$ cat src/hw/sfc_pkg.sv
// Shared constants and types of the serial frame codec.
// Assumes both ends run on ref_clk and meet through sfc_link_if.
package sfc_pkg;
  localparam logic [1:0] MODE_TRANSP = 2'h0; // Reset value of the mode pins
  localparam logic [1:0] MODE_API = 2'h1;
  localparam logic [1:0] MODE_ESC = 2'h2; // Value 3 is treated as transparent
  localparam logic [7:0] DELIM = 8'h7e;
  localparam logic [7:0] ESC_BYTE = 8'h7d;
  localparam logic [7:0] ESC_XOR = 8'h20;
  localparam logic [7:0] XON = 8'h11;
  localparam logic [7:0] XOFF = 8'h13;
  localparam logic [7:0] SUM_OK = 8'hff;
  localparam logic [7:0] ID_TXREQ = 8'h01;
  localparam logic [7:0] ID_RXPKT = 8'h81;
  localparam logic [7:0] ID_TXSTAT = 8'h89;
  localparam logic [7:0] ID_MSTAT = 8'h8a;
  localparam logic [7:0] ST_OK = 8'h00;
  localparam logic [7:0] ST_NOACK = 8'h01;
  localparam logic [7:0] ST_PURGED = 8'h03;
  localparam logic [15:0] TXREQ_HDR = 16'h0005; // Id, frame id, address, option
  localparam logic [2:0] RXPKT_HDR = 3'h5; // Id, source address, signal, option
  localparam logic [2:0] TXSTAT_HDR = 3'h3; // Id, frame id, status
  localparam logic [2:0] MSTAT_HDR = 3'h2; // Id, status
  localparam logic [15:0] FRAME_OVH = 16'h0003; // Delimiter and two length bytes
  localparam int PAY_DEPTH = 256;
  localparam int PAY_AW = 8;

  typedef enum logic [2:0] {
    P_HUNT = 3'b000,
    P_LENH = 3'b001,
    P_LENL = 3'b010,
    P_DATA = 3'b011,
    P_CSUM = 3'b100,
    P_DRAIN = 3'b101
  } sfc_parse_e;

  // Bytes that may not appear bare inside an escaped frame
  function automatic logic sfc_needs_esc(input logic [7:0] b);
    return (b == DELIM) || (b == ESC_BYTE) || (b == XON) || (b == XOFF);
  endfunction : sfc_needs_esc
endpackage : sfc_pkg

$ cat src/hw/sfc_link_if.sv
// Byte link between host and device ends, valid/ready per direction.
// Assumes both ends sit on the same clock; the bench joins the modports.
`timescale 1ns/1ps
`default_nettype none
interface sfc_link_if;
  logic [7:0] h2d_data;
  logic h2d_valid;
  logic h2d_ready;
  logic [7:0] d2h_data;
  logic d2h_valid;
  logic d2h_ready;
  modport dev (input h2d_data, h2d_valid, d2h_ready, output h2d_ready, d2h_data, d2h_valid);
  modport host (output h2d_data, h2d_valid, d2h_ready, input h2d_ready, d2h_data, d2h_valid);
endinterface : sfc_link_if
`default_nettype wire

$ cat src/hw/sfc_device.sv
// Device end of the frame codec: host byte link to radio engine.
// Assumes radio fields steady while rrx_valid; mode may come from pins.
`timescale 1ns/1ps
`default_nettype none
module sfc_device (
  input wire logic ref_clk,
  input wire logic reset_n,
  sfc_link_if.dev link,
  input wire logic [1:0] api_mode_select,
  output logic [7:0] rtx_data,
  output logic rtx_last,
  output logic rtx_valid,
  input wire logic rtx_ready,
  output logic [15:0] rtx_dest,
  output logic [7:0] rtx_opt,
  input wire logic radio_txdone,
  input wire logic radio_noack,
  input wire logic radio_purged,
  input wire logic mstat_valid,
  input wire logic [7:0] mstat_code,
  input wire logic [7:0] rrx_data,
  input wire logic rrx_valid,
  input wire logic rrx_last,
  output logic rrx_ready,
  input wire logic [15:0] rrx_len,
  input wire logic [15:0] rrx_src,
  input wire logic [7:0] rrx_rssi,
  input wire logic [7:0] rrx_opt
);
  typedef struct packed {
    logic [1:0] msync1, msync2;
    sfc_pkg::sfc_parse_e ps;
    logic esc;
    logic [15:0] len, idx;
    logic [7:0] sum, typ, fid;
    logic [15:0] dest;
    logic [7:0] opt;
    logic ovf;
    logic [7:0] q_fid;
    logic [15:0] q_dest;
    logic [7:0] q_opt;
    logic [15:0] dcnt;
    logic [7:0] rd;
    logic h2d_rdy;
    logic [7:0] e0, e1;
    logic l0, l1, v0, v1, ts_pend;
    logic [7:0] ts_fid, ts_code;
    logic ms_pend;
    logic [7:0] ms_code;
    logic fact, tp;
    logic [15:0] fidx, flen;
    logic [2:0] fh;
    logic [4:0][7:0] fhdr;
    logic [7:0] fsum;
    logic rrx_rdy;
    logic [7:0] cb;
    logic cv, craw, ep;
    logic [7:0] eb;
    logic [7:0] od;
    logic ov;
  } sfc_dev_s;

  sfc_dev_s s;
  sfc_dev_s n;
  logic [7:0] pay_mem [0:sfc_pkg::PAY_DEPTH-1];
  logic mem_we;
  logic [sfc_pkg::PAY_AW-1:0] mem_wa;
  logic [7:0] mem_wd;
  logic [1:0] mode;
  logic framed, take_h, take_rx, push, push_last;
  logic [7:0] push_d, ub;
  logic [15:0] pidx, di;

  // True while the framer waits on radio payload bytes
  function automatic logic pay_ph(input logic act, input logic tp, input logic [15:0] idx,
    input logic [15:0] flen, input logic [2:0] hl);
    return act && (tp || (idx >= sfc_pkg::FRAME_OVH + {13'h0, hl}
      && idx < sfc_pkg::FRAME_OVH + flen));
  endfunction : pay_ph

  // Next-state logic for parser, payload drain, buffer and framer
  always_comb begin
    n = s;
    n.msync1 = api_mode_select;
    n.msync2 = s.msync1;
    mode = s.msync2;
    framed = (mode == sfc_pkg::MODE_API) || (mode == sfc_pkg::MODE_ESC);
    take_h = link.h2d_valid && s.h2d_rdy;
    take_rx = rrx_valid && s.rrx_rdy;
    push = 1'b0;
    push_last = 1'b0;
    push_d = link.h2d_data;
    ub = s.esc ? (link.h2d_data ^ sfc_pkg::ESC_XOR) : link.h2d_data;
    pidx = s.idx - sfc_pkg::TXREQ_HDR;
    di = s.fidx - sfc_pkg::FRAME_OVH;
    mem_we = 1'b0;
    mem_wa = pidx[sfc_pkg::PAY_AW-1:0];
    mem_wd = ub;

    // Two-entry buffer toward the radio; pop first so a push always fits
    if (s.v0 && rtx_ready) begin
      n.e0 = s.e1;
      n.l0 = s.l1;
      n.v0 = s.v1;
      n.v1 = 1'b0;
    end

    // Host-to-device parser
    if (!framed && s.ps != sfc_pkg::P_DRAIN) begin
      n.ps = sfc_pkg::P_HUNT;
      n.esc = 1'b0;
      push = take_h;
    end else if (take_h) begin
      if (mode == sfc_pkg::MODE_ESC && link.h2d_data == sfc_pkg::ESC_BYTE
          && s.ps != sfc_pkg::P_HUNT) begin
        n.esc = 1'b1;
      end else if (link.h2d_data == sfc_pkg::DELIM
          && (s.ps == sfc_pkg::P_HUNT || mode == sfc_pkg::MODE_ESC)) begin
        n.ps = sfc_pkg::P_LENH;
        n.esc = 1'b0;
      end else begin
        n.esc = 1'b0;
        case (s.ps)
          sfc_pkg::P_LENH: begin
            n.len[15:8] = ub;
            n.ps = sfc_pkg::P_LENL;
          end
          sfc_pkg::P_LENL: begin
            n.len[7:0] = ub;
            n.idx = 16'h0000;
            n.sum = 8'h00;
            n.ovf = 1'b0;
            n.ps = ({s.len[15:8], ub} == 16'h0000) ? sfc_pkg::P_HUNT : sfc_pkg::P_DATA;
          end
          sfc_pkg::P_DATA: begin
            n.sum = s.sum + ub;
            n.idx = s.idx + 16'h0001;
            case (s.idx)
              16'h0000: n.typ = ub;
              16'h0001: n.fid = ub;
              16'h0002: n.dest[15:8] = ub;
              16'h0003: n.dest[7:0] = ub;
              16'h0004: n.opt = ub;
              default: begin
                mem_we = (pidx[15:sfc_pkg::PAY_AW] == '0);
                n.ovf = s.ovf || !mem_we;
              end
            endcase
            if (s.idx + 16'h0001 == s.len) begin
              n.ps = sfc_pkg::P_CSUM;
            end
          end
          sfc_pkg::P_CSUM: begin
            if (s.sum + ub == sfc_pkg::SUM_OK && s.typ == sfc_pkg::ID_TXREQ
                && s.len > sfc_pkg::TXREQ_HDR && !s.ovf) begin
              n.q_fid = s.fid;
              n.q_dest = s.dest;
              n.q_opt = s.opt;
              n.rd = 8'h00;
              n.dcnt = s.len - sfc_pkg::TXREQ_HDR;
              n.ps = sfc_pkg::P_DRAIN;
            end else begin
              n.ps = sfc_pkg::P_HUNT;
            end
          end
          default: n.ps = sfc_pkg::P_HUNT;
        endcase
      end
    end

    // Hand a checked payload to the radio, one byte per free slot
    if (s.ps == sfc_pkg::P_DRAIN && !s.v1) begin
      push = 1'b1;
      push_d = pay_mem[s.rd];
      push_last = ({8'h00, s.rd} == s.dcnt - 16'h0001);
      n.rd = s.rd + 8'h01;
      if (push_last) begin
        n.ps = sfc_pkg::P_HUNT;
      end
    end
    if (push) begin
      if (!n.v0) begin
        n.e0 = push_d;
        n.l0 = push_last;
        n.v0 = 1'b1;
      end else begin
        n.e1 = push_d;
        n.l1 = push_last;
        n.v1 = 1'b1;
      end
    end
    // Host is held off while draining so the payload store is never overwritten
    n.h2d_rdy = (n.ps != sfc_pkg::P_DRAIN) && (framed || !n.v1);

    // Output stage: escape insertion toward the host
    if (!s.ov || link.d2h_ready) begin
      n.ov = 1'b0;
      if (s.ep) begin
        n.od = s.eb;
        n.ov = 1'b1;
        n.ep = 1'b0;
      end else if (s.cv) begin
        n.cv = 1'b0;
        n.ov = 1'b1;
        n.od = s.cb;
        if (mode == sfc_pkg::MODE_ESC && !s.craw && sfc_pkg::sfc_needs_esc(s.cb)) begin
          n.od = sfc_pkg::ESC_BYTE;
          n.ep = 1'b1;
          n.eb = s.cb ^ sfc_pkg::ESC_XOR;
        end
      end
    end

    // Framer: pick a source, then produce one raw byte per free slot
    if (!n.cv) begin
      if (!s.fact) begin
        n.fidx = 16'h0000;
        n.fsum = 8'h00;
        n.tp = 1'b0;
        if (!framed) begin
          n.fact = rrx_valid;
          n.tp = 1'b1;
        end else if (s.ts_pend) begin
          n.fact = 1'b1;
          n.ts_pend = 1'b0;
          n.fh = sfc_pkg::TXSTAT_HDR;
          n.flen = {13'h0, sfc_pkg::TXSTAT_HDR};
          n.fhdr = {16'h0000, s.ts_code, s.ts_fid, sfc_pkg::ID_TXSTAT};
        end else if (s.ms_pend) begin
          n.fact = 1'b1;
          n.ms_pend = 1'b0;
          n.fh = sfc_pkg::MSTAT_HDR;
          n.flen = {13'h0, sfc_pkg::MSTAT_HDR};
          n.fhdr = {24'h000000, s.ms_code, sfc_pkg::ID_MSTAT};
        end else if (rrx_valid) begin
          n.fact = 1'b1;
          n.fh = sfc_pkg::RXPKT_HDR;
          n.flen = {13'h0, sfc_pkg::RXPKT_HDR} + rrx_len;
          n.fhdr = {rrx_opt, rrx_rssi, rrx_src[7:0], rrx_src[15:8], sfc_pkg::ID_RXPKT};
        end
      end else if (pay_ph(s.fact, s.tp, s.fidx, s.flen, s.fh)) begin
        if (take_rx) begin
          n.cb = rrx_data;
          n.cv = 1'b1;
          n.craw = s.tp;
          n.fsum = s.fsum + rrx_data;
          n.fidx = s.fidx + 16'h0001;
          n.fact = !(s.tp && rrx_last);
        end
      end else begin
        n.cv = 1'b1;
        n.craw = 1'b0;
        n.fidx = s.fidx + 16'h0001;
        if (s.fidx == 16'h0000) begin
          n.cb = sfc_pkg::DELIM;
          n.craw = 1'b1;
        end else if (s.fidx == 16'h0001) begin
          n.cb = s.flen[15:8];
        end else if (s.fidx == 16'h0002) begin
          n.cb = s.flen[7:0];
        end else if (s.fidx == sfc_pkg::FRAME_OVH + s.flen) begin
          n.cb = sfc_pkg::SUM_OK - s.fsum;
          n.fact = 1'b0;
        end else begin
          n.cb = s.fhdr[di[2:0]];
          n.fsum = s.fsum + s.fhdr[di[2:0]];
        end
      end
    end
    n.rrx_rdy = pay_ph(n.fact, n.tp, n.fidx, n.flen, n.fh) && !n.cv;

    // Event capture after the framer so a new event beats a same-cycle clear
    if (radio_txdone && framed) begin
      n.ts_pend = 1'b1;
      n.ts_fid = s.q_fid;
      n.ts_code = radio_purged ? sfc_pkg::ST_PURGED
          : radio_noack ? sfc_pkg::ST_NOACK : sfc_pkg::ST_OK;
    end
    if (mstat_valid && framed) begin
      n.ms_pend = 1'b1;
      n.ms_code = mstat_code;
    end
  end

  // State register; reset leaves everything idle and not ready
  always_ff @(posedge ref_clk or negedge reset_n) begin
    if (!reset_n) begin
      s <= '0;
    end else begin
      s <= n;
    end
  end

  // Payload store; held back until the checksum has passed
  always_ff @(posedge ref_clk) begin
    if (mem_we) begin
      pay_mem[mem_wa] <= mem_wd;
    end
  end

  assign link.h2d_ready = s.h2d_rdy;
  assign link.d2h_data = s.od;
  assign link.d2h_valid = s.ov;
  assign rtx_data = s.e0;
  assign rtx_last = s.l0;
  assign rtx_valid = s.v0;
  assign rtx_dest = s.q_dest;
  assign rtx_opt = s.q_opt;
  assign rrx_ready = s.rrx_rdy;
endmodule : sfc_device
`default_nettype wire

$ cat src/flat_wrapper.sv
// flat-port wrapper written by rule: the top's interface ports become plain ports
module sfc_device_flat 
  (ref_clk, reset_n, api_mode_select, rtx_data, rtx_last, rtx_valid, rtx_ready, rtx_dest, rtx_opt, radio_txdone, radio_noack, radio_purged, mstat_valid, mstat_code, rrx_data, rrx_valid, rrx_last, rrx_ready, rrx_len, rrx_src, rrx_rssi, rrx_opt, link_h2d_data, link_h2d_valid, link_d2h_ready, link_h2d_ready, link_d2h_data, link_d2h_valid);
  sfc_link_if link_i ();
  input wire logic ref_clk;
  input wire logic reset_n;
  input wire logic [1:0] api_mode_select;
  output logic [7:0] rtx_data;
  output logic rtx_last;
  output logic rtx_valid;
  input wire logic rtx_ready;
  output logic [15:0] rtx_dest;
  output logic [7:0] rtx_opt;
  input wire logic radio_txdone;
  input wire logic radio_noack;
  input wire logic radio_purged;
  input wire logic mstat_valid;
  input wire logic [7:0] mstat_code;
  input wire logic [7:0] rrx_data;
  input wire logic rrx_valid;
  input wire logic rrx_last;
  output logic rrx_ready;
  input wire logic [15:0] rrx_len;
  input wire logic [15:0] rrx_src;
  input wire logic [7:0] rrx_rssi;
  input wire logic [7:0] rrx_opt;
  input wire logic [$bits(link_i.h2d_data)-1:0] link_h2d_data;
  input wire logic [$bits(link_i.h2d_valid)-1:0] link_h2d_valid;
  input wire logic [$bits(link_i.d2h_ready)-1:0] link_d2h_ready;
  output wire logic [$bits(link_i.h2d_ready)-1:0] link_h2d_ready;
  output wire logic [$bits(link_i.d2h_data)-1:0] link_d2h_data;
  output wire logic [$bits(link_i.d2h_valid)-1:0] link_d2h_valid;
  assign link_i.h2d_data = link_h2d_data;
  assign link_i.h2d_valid = link_h2d_valid;
  assign link_i.d2h_ready = link_d2h_ready;
  assign link_h2d_ready = link_i.h2d_ready;
  assign link_d2h_data = link_i.d2h_data;
  assign link_d2h_valid = link_i.d2h_valid;
  sfc_device u_core (.ref_clk(ref_clk), .reset_n(reset_n), .link(link_i), .api_mode_select(api_mode_select), .rtx_data(rtx_data), .rtx_last(rtx_last), .rtx_valid(rtx_valid), .rtx_ready(rtx_ready), .rtx_dest(rtx_dest), .rtx_opt(rtx_opt), .radio_txdone(radio_txdone), .radio_noack(radio_noack), .radio_purged(radio_purged), .mstat_valid(mstat_valid), .mstat_code(mstat_code), .rrx_data(rrx_data), .rrx_valid(rrx_valid), .rrx_last(rrx_last), .rrx_ready(rrx_ready), .rrx_len(rrx_len), .rrx_src(rrx_src), .rrx_rssi(rrx_rssi), .rrx_opt(rrx_opt));
endmodule
$ cat config.mk
export PLATFORM = sky130hd
export DESIGN_NAME = sfc_device_flat
export DESIGN_NICKNAME = d
export VERILOG_FILES = /design/src/hw/sfc_pkg.sv /design/src/hw/sfc_link_if.sv /design/src/hw/sfc_device.sv /design/src/flat_wrapper.sv
export SDC_FILE = /design/constraint.sdc
export NUM_CORES = 2
export LEC_CHECK = 0
export BUFFER_PORTS_ARGS = -buffer_cell sky130_fd_sc_hd__buf_2
export CAP_MARGIN = 0
export CORE_ASPECT_RATIO = 0.5
export CORE_MARGIN = 1.5
export CORE_UTILIZATION = 30
export CTS_BUF_LIST = sky130_fd_sc_hd__clkbuf_8 sky130_fd_sc_hd__clkbuf_16
export DETAILED_ROUTE_END_ITERATION = 8
export PLACE_DENSITY_LB_ADDON = 0.2
export SLEW_MARGIN = 10
export SYNTH_ARGS = -nofsm -noshare
export SYNTH_HDL_FRONTEND = slang
export SYNTH_SLANG_ARGS = --single-unit
$ cat constraint.sdc
create_clock -name ref_clk -period 20.6 [get_ports ref_clk]
set_input_delay 4.12 -clock ref_clk [delete_from_list [all_inputs] [get_ports ref_clk]]
set_output_delay 4.12 -clock ref_clk [all_outputs]
set_load 0.05 [all_outputs]
After elaboration in Yosys (flattened, before gate mapping)
Memory sizes are Yosys's and may differ from the RTL's.
Cells that the tools add are included.

operators by class
  add/sub/neg operators = 16
  order comparisons = 6
  reduce and logical (&&, ||, !) cells = 76
  mux-type cells = 107
  bitwise gates (word level) = 8
  equal/unequal tests = 41

operators with widths
  kind                                                                   number
  59-bit two-way mux                                                     5
  137-bit two-way mux                                                    2
  8-bit two-way mux                                                      26
  141-bit two-way mux                                                    1
  56-bit two-way mux                                                     2
  85-bit two-way mux                                                     1
  6-bit AND reduction                                                    9
  16-bit by 2-bit == test with 1-bit output (second input constant)      3
  16-bit logical NOT                                                     3
  16-bit two-way mux                                                     3
  24-bit case mux with 2 select lines                                    1
  1-bit two-way mux                                                      42
  40-bit two-way mux                                                     1
  17-bit two-way mux                                                     2
  16-bit by 1-bit adder with 16-bit output (second input constant)       2
  2-bit by 16-bit adder with 16-bit output (first input constant)        2
  16-bit by 1-bit == test with 1-bit output (second input constant)      2
  16-bit == test                                                         2
  8-bit by 7-bit == test with 1-bit output (second input constant)       4
  16-bit less-than comparator                                            2
  16-bit by 3-bit subtractor with 16-bit output (second input constant)  2
  8-bit adder                                                            3
  8-bit binary-select mux with 3-bit select                              1
  1-bit logical AND                                                      22
  other kinds (45)                                                       111

storage, ports and cells
  RAM bits = 2,048
  input port bits = 85
  word-level logic and storage cells = 305
  memories = 1
  output and inout port bits = 45
  bits in registers = 306

memory list
  name            words  bits a word  rd ports  clocked after Yosys merged registers in  wr ports  RTL line          source
  u_core.pay_mem  256    8            1         0                                        1         sfc_device.sv:65  logic [7:0] pay_mem [0:sfc_pkg::PAY_DEPTH-1];

Longest topological paths before layout
  depth after elaboration = 17
  depth in mapped cells = 25

Worst setup path after synthesis
No wires, ideal clock.

  kind = input to register
  start point = in link_h2d_data[5]
  end point = reg u_core.s, in the netlist u_core.rtx_dest[0]
  path slack = 6.593 ns
  required time = 20.475 ns
  path buffers = 2
  stages = 10
  arrival time = 13.882 ns
  library setup time = 0.125 ns
  cells stage by stage = xor2_1 -> ha_1 -> o211ai_1 -> o311ai_0 -> or4_1 -> nor2_1 -> nand2_1 -> buf_2 -> buf_2 -> mux2_2

between the ends
  cells in the longest elaborated chain, start to end = 8
  elaborated cells on any way between the ends = 15
  those cells by class = add/sub: 1; eq/ne: 3; mux: 1; bitwise: 3; reduce/logical: 7

RTL lines
  item                               RTL line            source
  start, declared                    flat_wrapper.sv:27  input wire logic [$bits(link_i.h2d_data)-1:0] link_h2d_data;
  1-bit inverter (no line)           n/a
  6-bit two-way mux                  sfc_device.sv:93    ub = s.esc ? (link.h2d_data ^ sfc_pkg::ESC_XOR) : link.h2d_data;
  8-bit adder                        sfc_device.sv:154   if (s.sum + ub == sfc_pkg::SUM_OK && s.typ == sfc_pkg::ID_TXREQ
  8-bit == test                      sfc_device.sv:154
  1-bit logical AND                  sfc_device.sv:154
  1-bit logical AND (2 in a row)     sfc_device.sv:155   && s.len > sfc_pkg::TXREQ_HDR && !s.ovf) begin
  6-bit AND reduction (no line) (*)  n/a
  end signal, assigned               sfc_device.sv:290   s <= n;
  end, declared                      sfc_device.sv:63    sfc_dev_s s;

Mark *: on every way between the ends. The rest lies on a longest branch, timed or not.
A chain may end at the register's enable or synchronous reset.

Worst setup path in the final report
  start point = in link_h2d_data[0]
  end point = mem u_core.pay_mem[66][4], enable pin

between the ends
  cells in the longest elaborated chain, start to end = 8
  elaborated cells on any way between the ends = 11
  those cells by class = eq/ne: 2; mux: 6; reduce/logical: 3

RTL lines
  item                                                                RTL line                              source
  8-bit by 7-bit == test with 1-bit output, on equally long branches  sfc_device.sv:117, sfc_device.sv:114
  1-bit logical AND, on equally long branches                         sfc_device.sv:118, sfc_device.sv:114
  1-bit two-way mux / 1-bit logical AND (equally long branches)       sfc_device.sv:117, sfc_device.sv:115
  1-bit two-way mux (*)                                               sfc_device.sv:114                     if (mode == sfc_pkg::MODE_ESC && link.h2d_data == sfc_pkg::ESC_BYTE
  1-bit two-way mux (*)                                               sfc_device.sv:113                     end else if (take_h) begin
  1-bit two-way mux (*)                                               sfc_device.sv:109                     if (!framed && s.ps != sfc_pkg::P_DRAIN) begin
  1-bit two-way mux (*)                                               sfc_device.sv:296                     if (mem_we) begin
  1-bit two-way mux (not written as such) (*)                         sfc_device.sv:297                     pay_mem[mem_wa] <= mem_wd;
  end, declared                                                       sfc_device.sv:65

Marked as above.

==> out/metrics.cfg <==
[routing]
drt-pass1-iter-count=5
postRouteAntennaNets=0
vias=49400
via_per_inst=5.13
drcViolationCount=0
initialDrtViolationCount=5374
wl_per_cell_um=27.9
totalWireLength_mm=269

[floorplan]
die_h_um=403
start_util_pct=30.3
die_x_um=804
core-area_mm2=0.318
dieArea_mm2=0.324
ios=130
rows=146

[setup_path]
r2r_end=u_core.s[36]
worstSetupStartpoint=link_h2d_data[0]
timing.rr.start=u_core.s[80]
crit_path_end_kind=flip-flop
critPathMaxFanout=128
rrSetupSlack_ns=13.72
critPathKind=input pin to flip-flop
cp-start-kind=input pin
cp.required_ns=21.09
endpoint=u_core.pay_mem[66][4]
worst_ep_arrival_time_ns=8.77
reg2reg_depth=23

[pwr]
p_int_uw=8170
power_switching_uw=2870
ir_drop_mv=0.0637
power_frac_comb_pct=11.8
p_leak_uw=0.0364
pwr-share-clk_pct=39.0
swShare_pct=26.0
finalPower_uw=11000
seqPwrFrac_pct=49.2
p_per_area_mw_per_mm2=101

[placement]
port_buffers=129
place_hpwl_mm=169
dpl_worst_slack_ns=11.29
gp_congestion=0.853

[global_route]
gr-total-overflow=0
grt_pass1_vias=50900
antenna_found_initial=14
grt_first_pass_wirelength_mm=384
grt_max_degree=192
grt_util_all_layers_pct=16.2

[timing]
worst_slack_ns=12.33
finalCriticalPeriod_ns=8.27
fmax_mhz=121
hold_violations=0
finalCritPeriodShare_pct=40.1
setup_viol=0
maxSlewViolCount=0
rsz0062_at_grt=no
tightest_slew_ns=1.25
slew_headroom_pct=16.6
finClkSkew_ns=0.0680
setup_tns_ns=0

[min_path]
min_path_cells=0
hold_path.class=flip-flop to flip-flop

[synthesis]
synth_ff_type=edfxtp_1
synth.net_count=5251
yosys.area.top_type=edfxtp_1
ys_ff_latch=2344
synth_cell_types=79
syn-cell-area_mm2=0.0961
synth_area_leaders=edfxtp_1, mux4_2, dfrtp_1, nor2_1, mux2_2
synth_area_per_cell_um2=18.9
async_flop_share_pct=12.6
synth_edf_count=2048
synthCells=5092
yosysSeqAreaShare_pct=71.7
ys_warn_count=0
synth.top_cell.area_share_pct=64.0

[clocking]
cts_buffers=231
clock-root-buffer=clkbuf_16
htree_levels=4
cts_setup_buffers=0
insertion_delay_ns=0.89
cts.sinks=2344
post_cts_resized=0
cts_tree=yes
hold_buffers=0
clkSlewWorstSetupHoldPaths_ns=0.06
clk_path_buf_depth=4

[outcome]
status=finished, final reports clean

[layout]
fillers=29500
drive_above_1_share_pct=25.7
final_cell_mix=edfxtp_1, mux4_2, nor2_1, dfrtp_1, clkbuf_16
fin_nets=5381
area.growth.synth_to_final_pct=13.4
mostFrequentLayoutCell=edfxtp_1
final_core_util_pct=34.3

[job]
drv_cap=0

cells in the mapped netlist, types with 9 or more instances:
library cell     n
edfxtp_1      2048
mux4_2         646
nor2_1         392
dfrtp_1        296
nand2_1        248
clkbuf_1       172
a21oi_1        150
mux2_2         113
o21ai_0        100
ha_1            72
xnor2_1         67
buf_4           58
xor2_1          56
nand3_1         49
buf_2           46
a22oi_1         43
nand4_1         34
inv_1           33
buf_1           28
and3_1          27
nor3_1          27
buf_6           25
nor2b_1         24
mux2i_1         22
nor4_1          22
a22o_1          20
a211oi_1        18
or4_1           17
o22ai_1         16
a21o_1          14
and2_1          14
nand2b_1        14
o211ai_1        12
or3_1           12
a221oi_2        11
a31oi_1         11
a221oi_1        10
o31ai_1          9
or2_2            9
power groups by stage:
stage / clock network, uW / registers, uW / logic [uW]
final: 4300 / 5430 / 1300
after global routing: 4570 / 5450 / 1410
after CTS: 4400 / 5430 / 1320
after detailed placement: 0 / 5530 / 1310
after global placement: 0 / 5530 / 1290
after floorplan: 0 / 5490 / 827
registers in the layout (all words and copies together), names as in the netlist:
register and flops:
u_core.link.d2h_data 8, u_core.link.d2h_valid 1, u_core.link.h2d_ready 1, u_core.mode 2
u_core.n 2, u_core.pay_mem 2048, u_core.rrx_ready 1, u_core.rtx_data 8
u_core.rtx_dest 16, u_core.rtx_last 1, u_core.rtx_opt 8, u_core.rtx_valid 1
u_core.s 247
routing by layer:
metal  wire (um)  GRT usage (%)  part of all wire [%]  vias to the layer above
met5          41              0                 0.015                        -
met4        6580           3.89                   2.4                        6
met3       15600           2.47                   5.8                      372
met2      129000           26.8                    48                     1594
met1      117000           22.7                    44                    26600
li1            -              -                     -                    20800
cell families (layout without fill, tap and decap cells):
group | count (synthesis) | after routing | share of synthesized area, %
AOI/OAI and AO/OA | 476 | 476 | 3.21
xor gates and xnor gates | 124 | 124 | 1.14
adders and majority gates | 74 | 74 | 0.979
buffers and inverters | 364 | 683 | 1.91
DFF | 2344 | 2344 | 71.7
muxes | 781 | 781 | 16.7
other | 0 | 5 | 0
and+or+nand+nor | 929 | 929 | 4.40
per-stage QoR:
| stage | area [um2] | hold slack (ns) | cells |
|---|---|---|---|
| after floorplan | 96100 | 0.331 | 5092 |
| after global placement | 101000 | 0.349 | 9206 |
| after detailed placement | 101000 | 0.347 | 9206 |
| after CTS | 109000 | 0.361 | 9628 |
| after global routing | 109000 | 0.371 | 9629 |
| final | 109000 | 0.360 | 9634 |
area by class of cell:
type,count,area [um2],share of cell area [%]
multi-input combinational,2384,25500,23.4
timing repair buffer,228,1580,1.45
clock buffer,241,5950,5.46
antenna,5,12.5,0.0115
clock inverter,181,1640,1.51
tap,4218,5280,4.84
inverter,33,124,0.114
sequential,2344,68900,63.2
worst max-delay path, stage by stage:
cell and delay [ns]:
buf_8 0.58, nor2b_1 0.13, o21bai_1 0.20, a22oi_1 0.19, o211ai_1 0.11, buf_4 0.28
nor4b_2 0.80, and2b_1 0.48, nand3_1 0.80, nor2_1 0.93
how the worst min path moves through the flow:
stage | from | end | slack [ns]
3_5_place_dp | u_core.n[302] | u_core.mode[0] | 0.35
2_1_floorplan | u_core.n[302] | u_core.mode[0] | 0.33
4_1_cts | u_core.n[302] | u_core.mode[0] | 0.36
5_1_grt | u_core.n[302] | u_core.mode[0] | 0.37
3_3_place_gp | u_core.n[302] | u_core.mode[0] | 0.35
6_report | u_core.n[302] | u_core.mode[0] | 0.36
No activity file was read; power rests on OpenSTA's default activity.
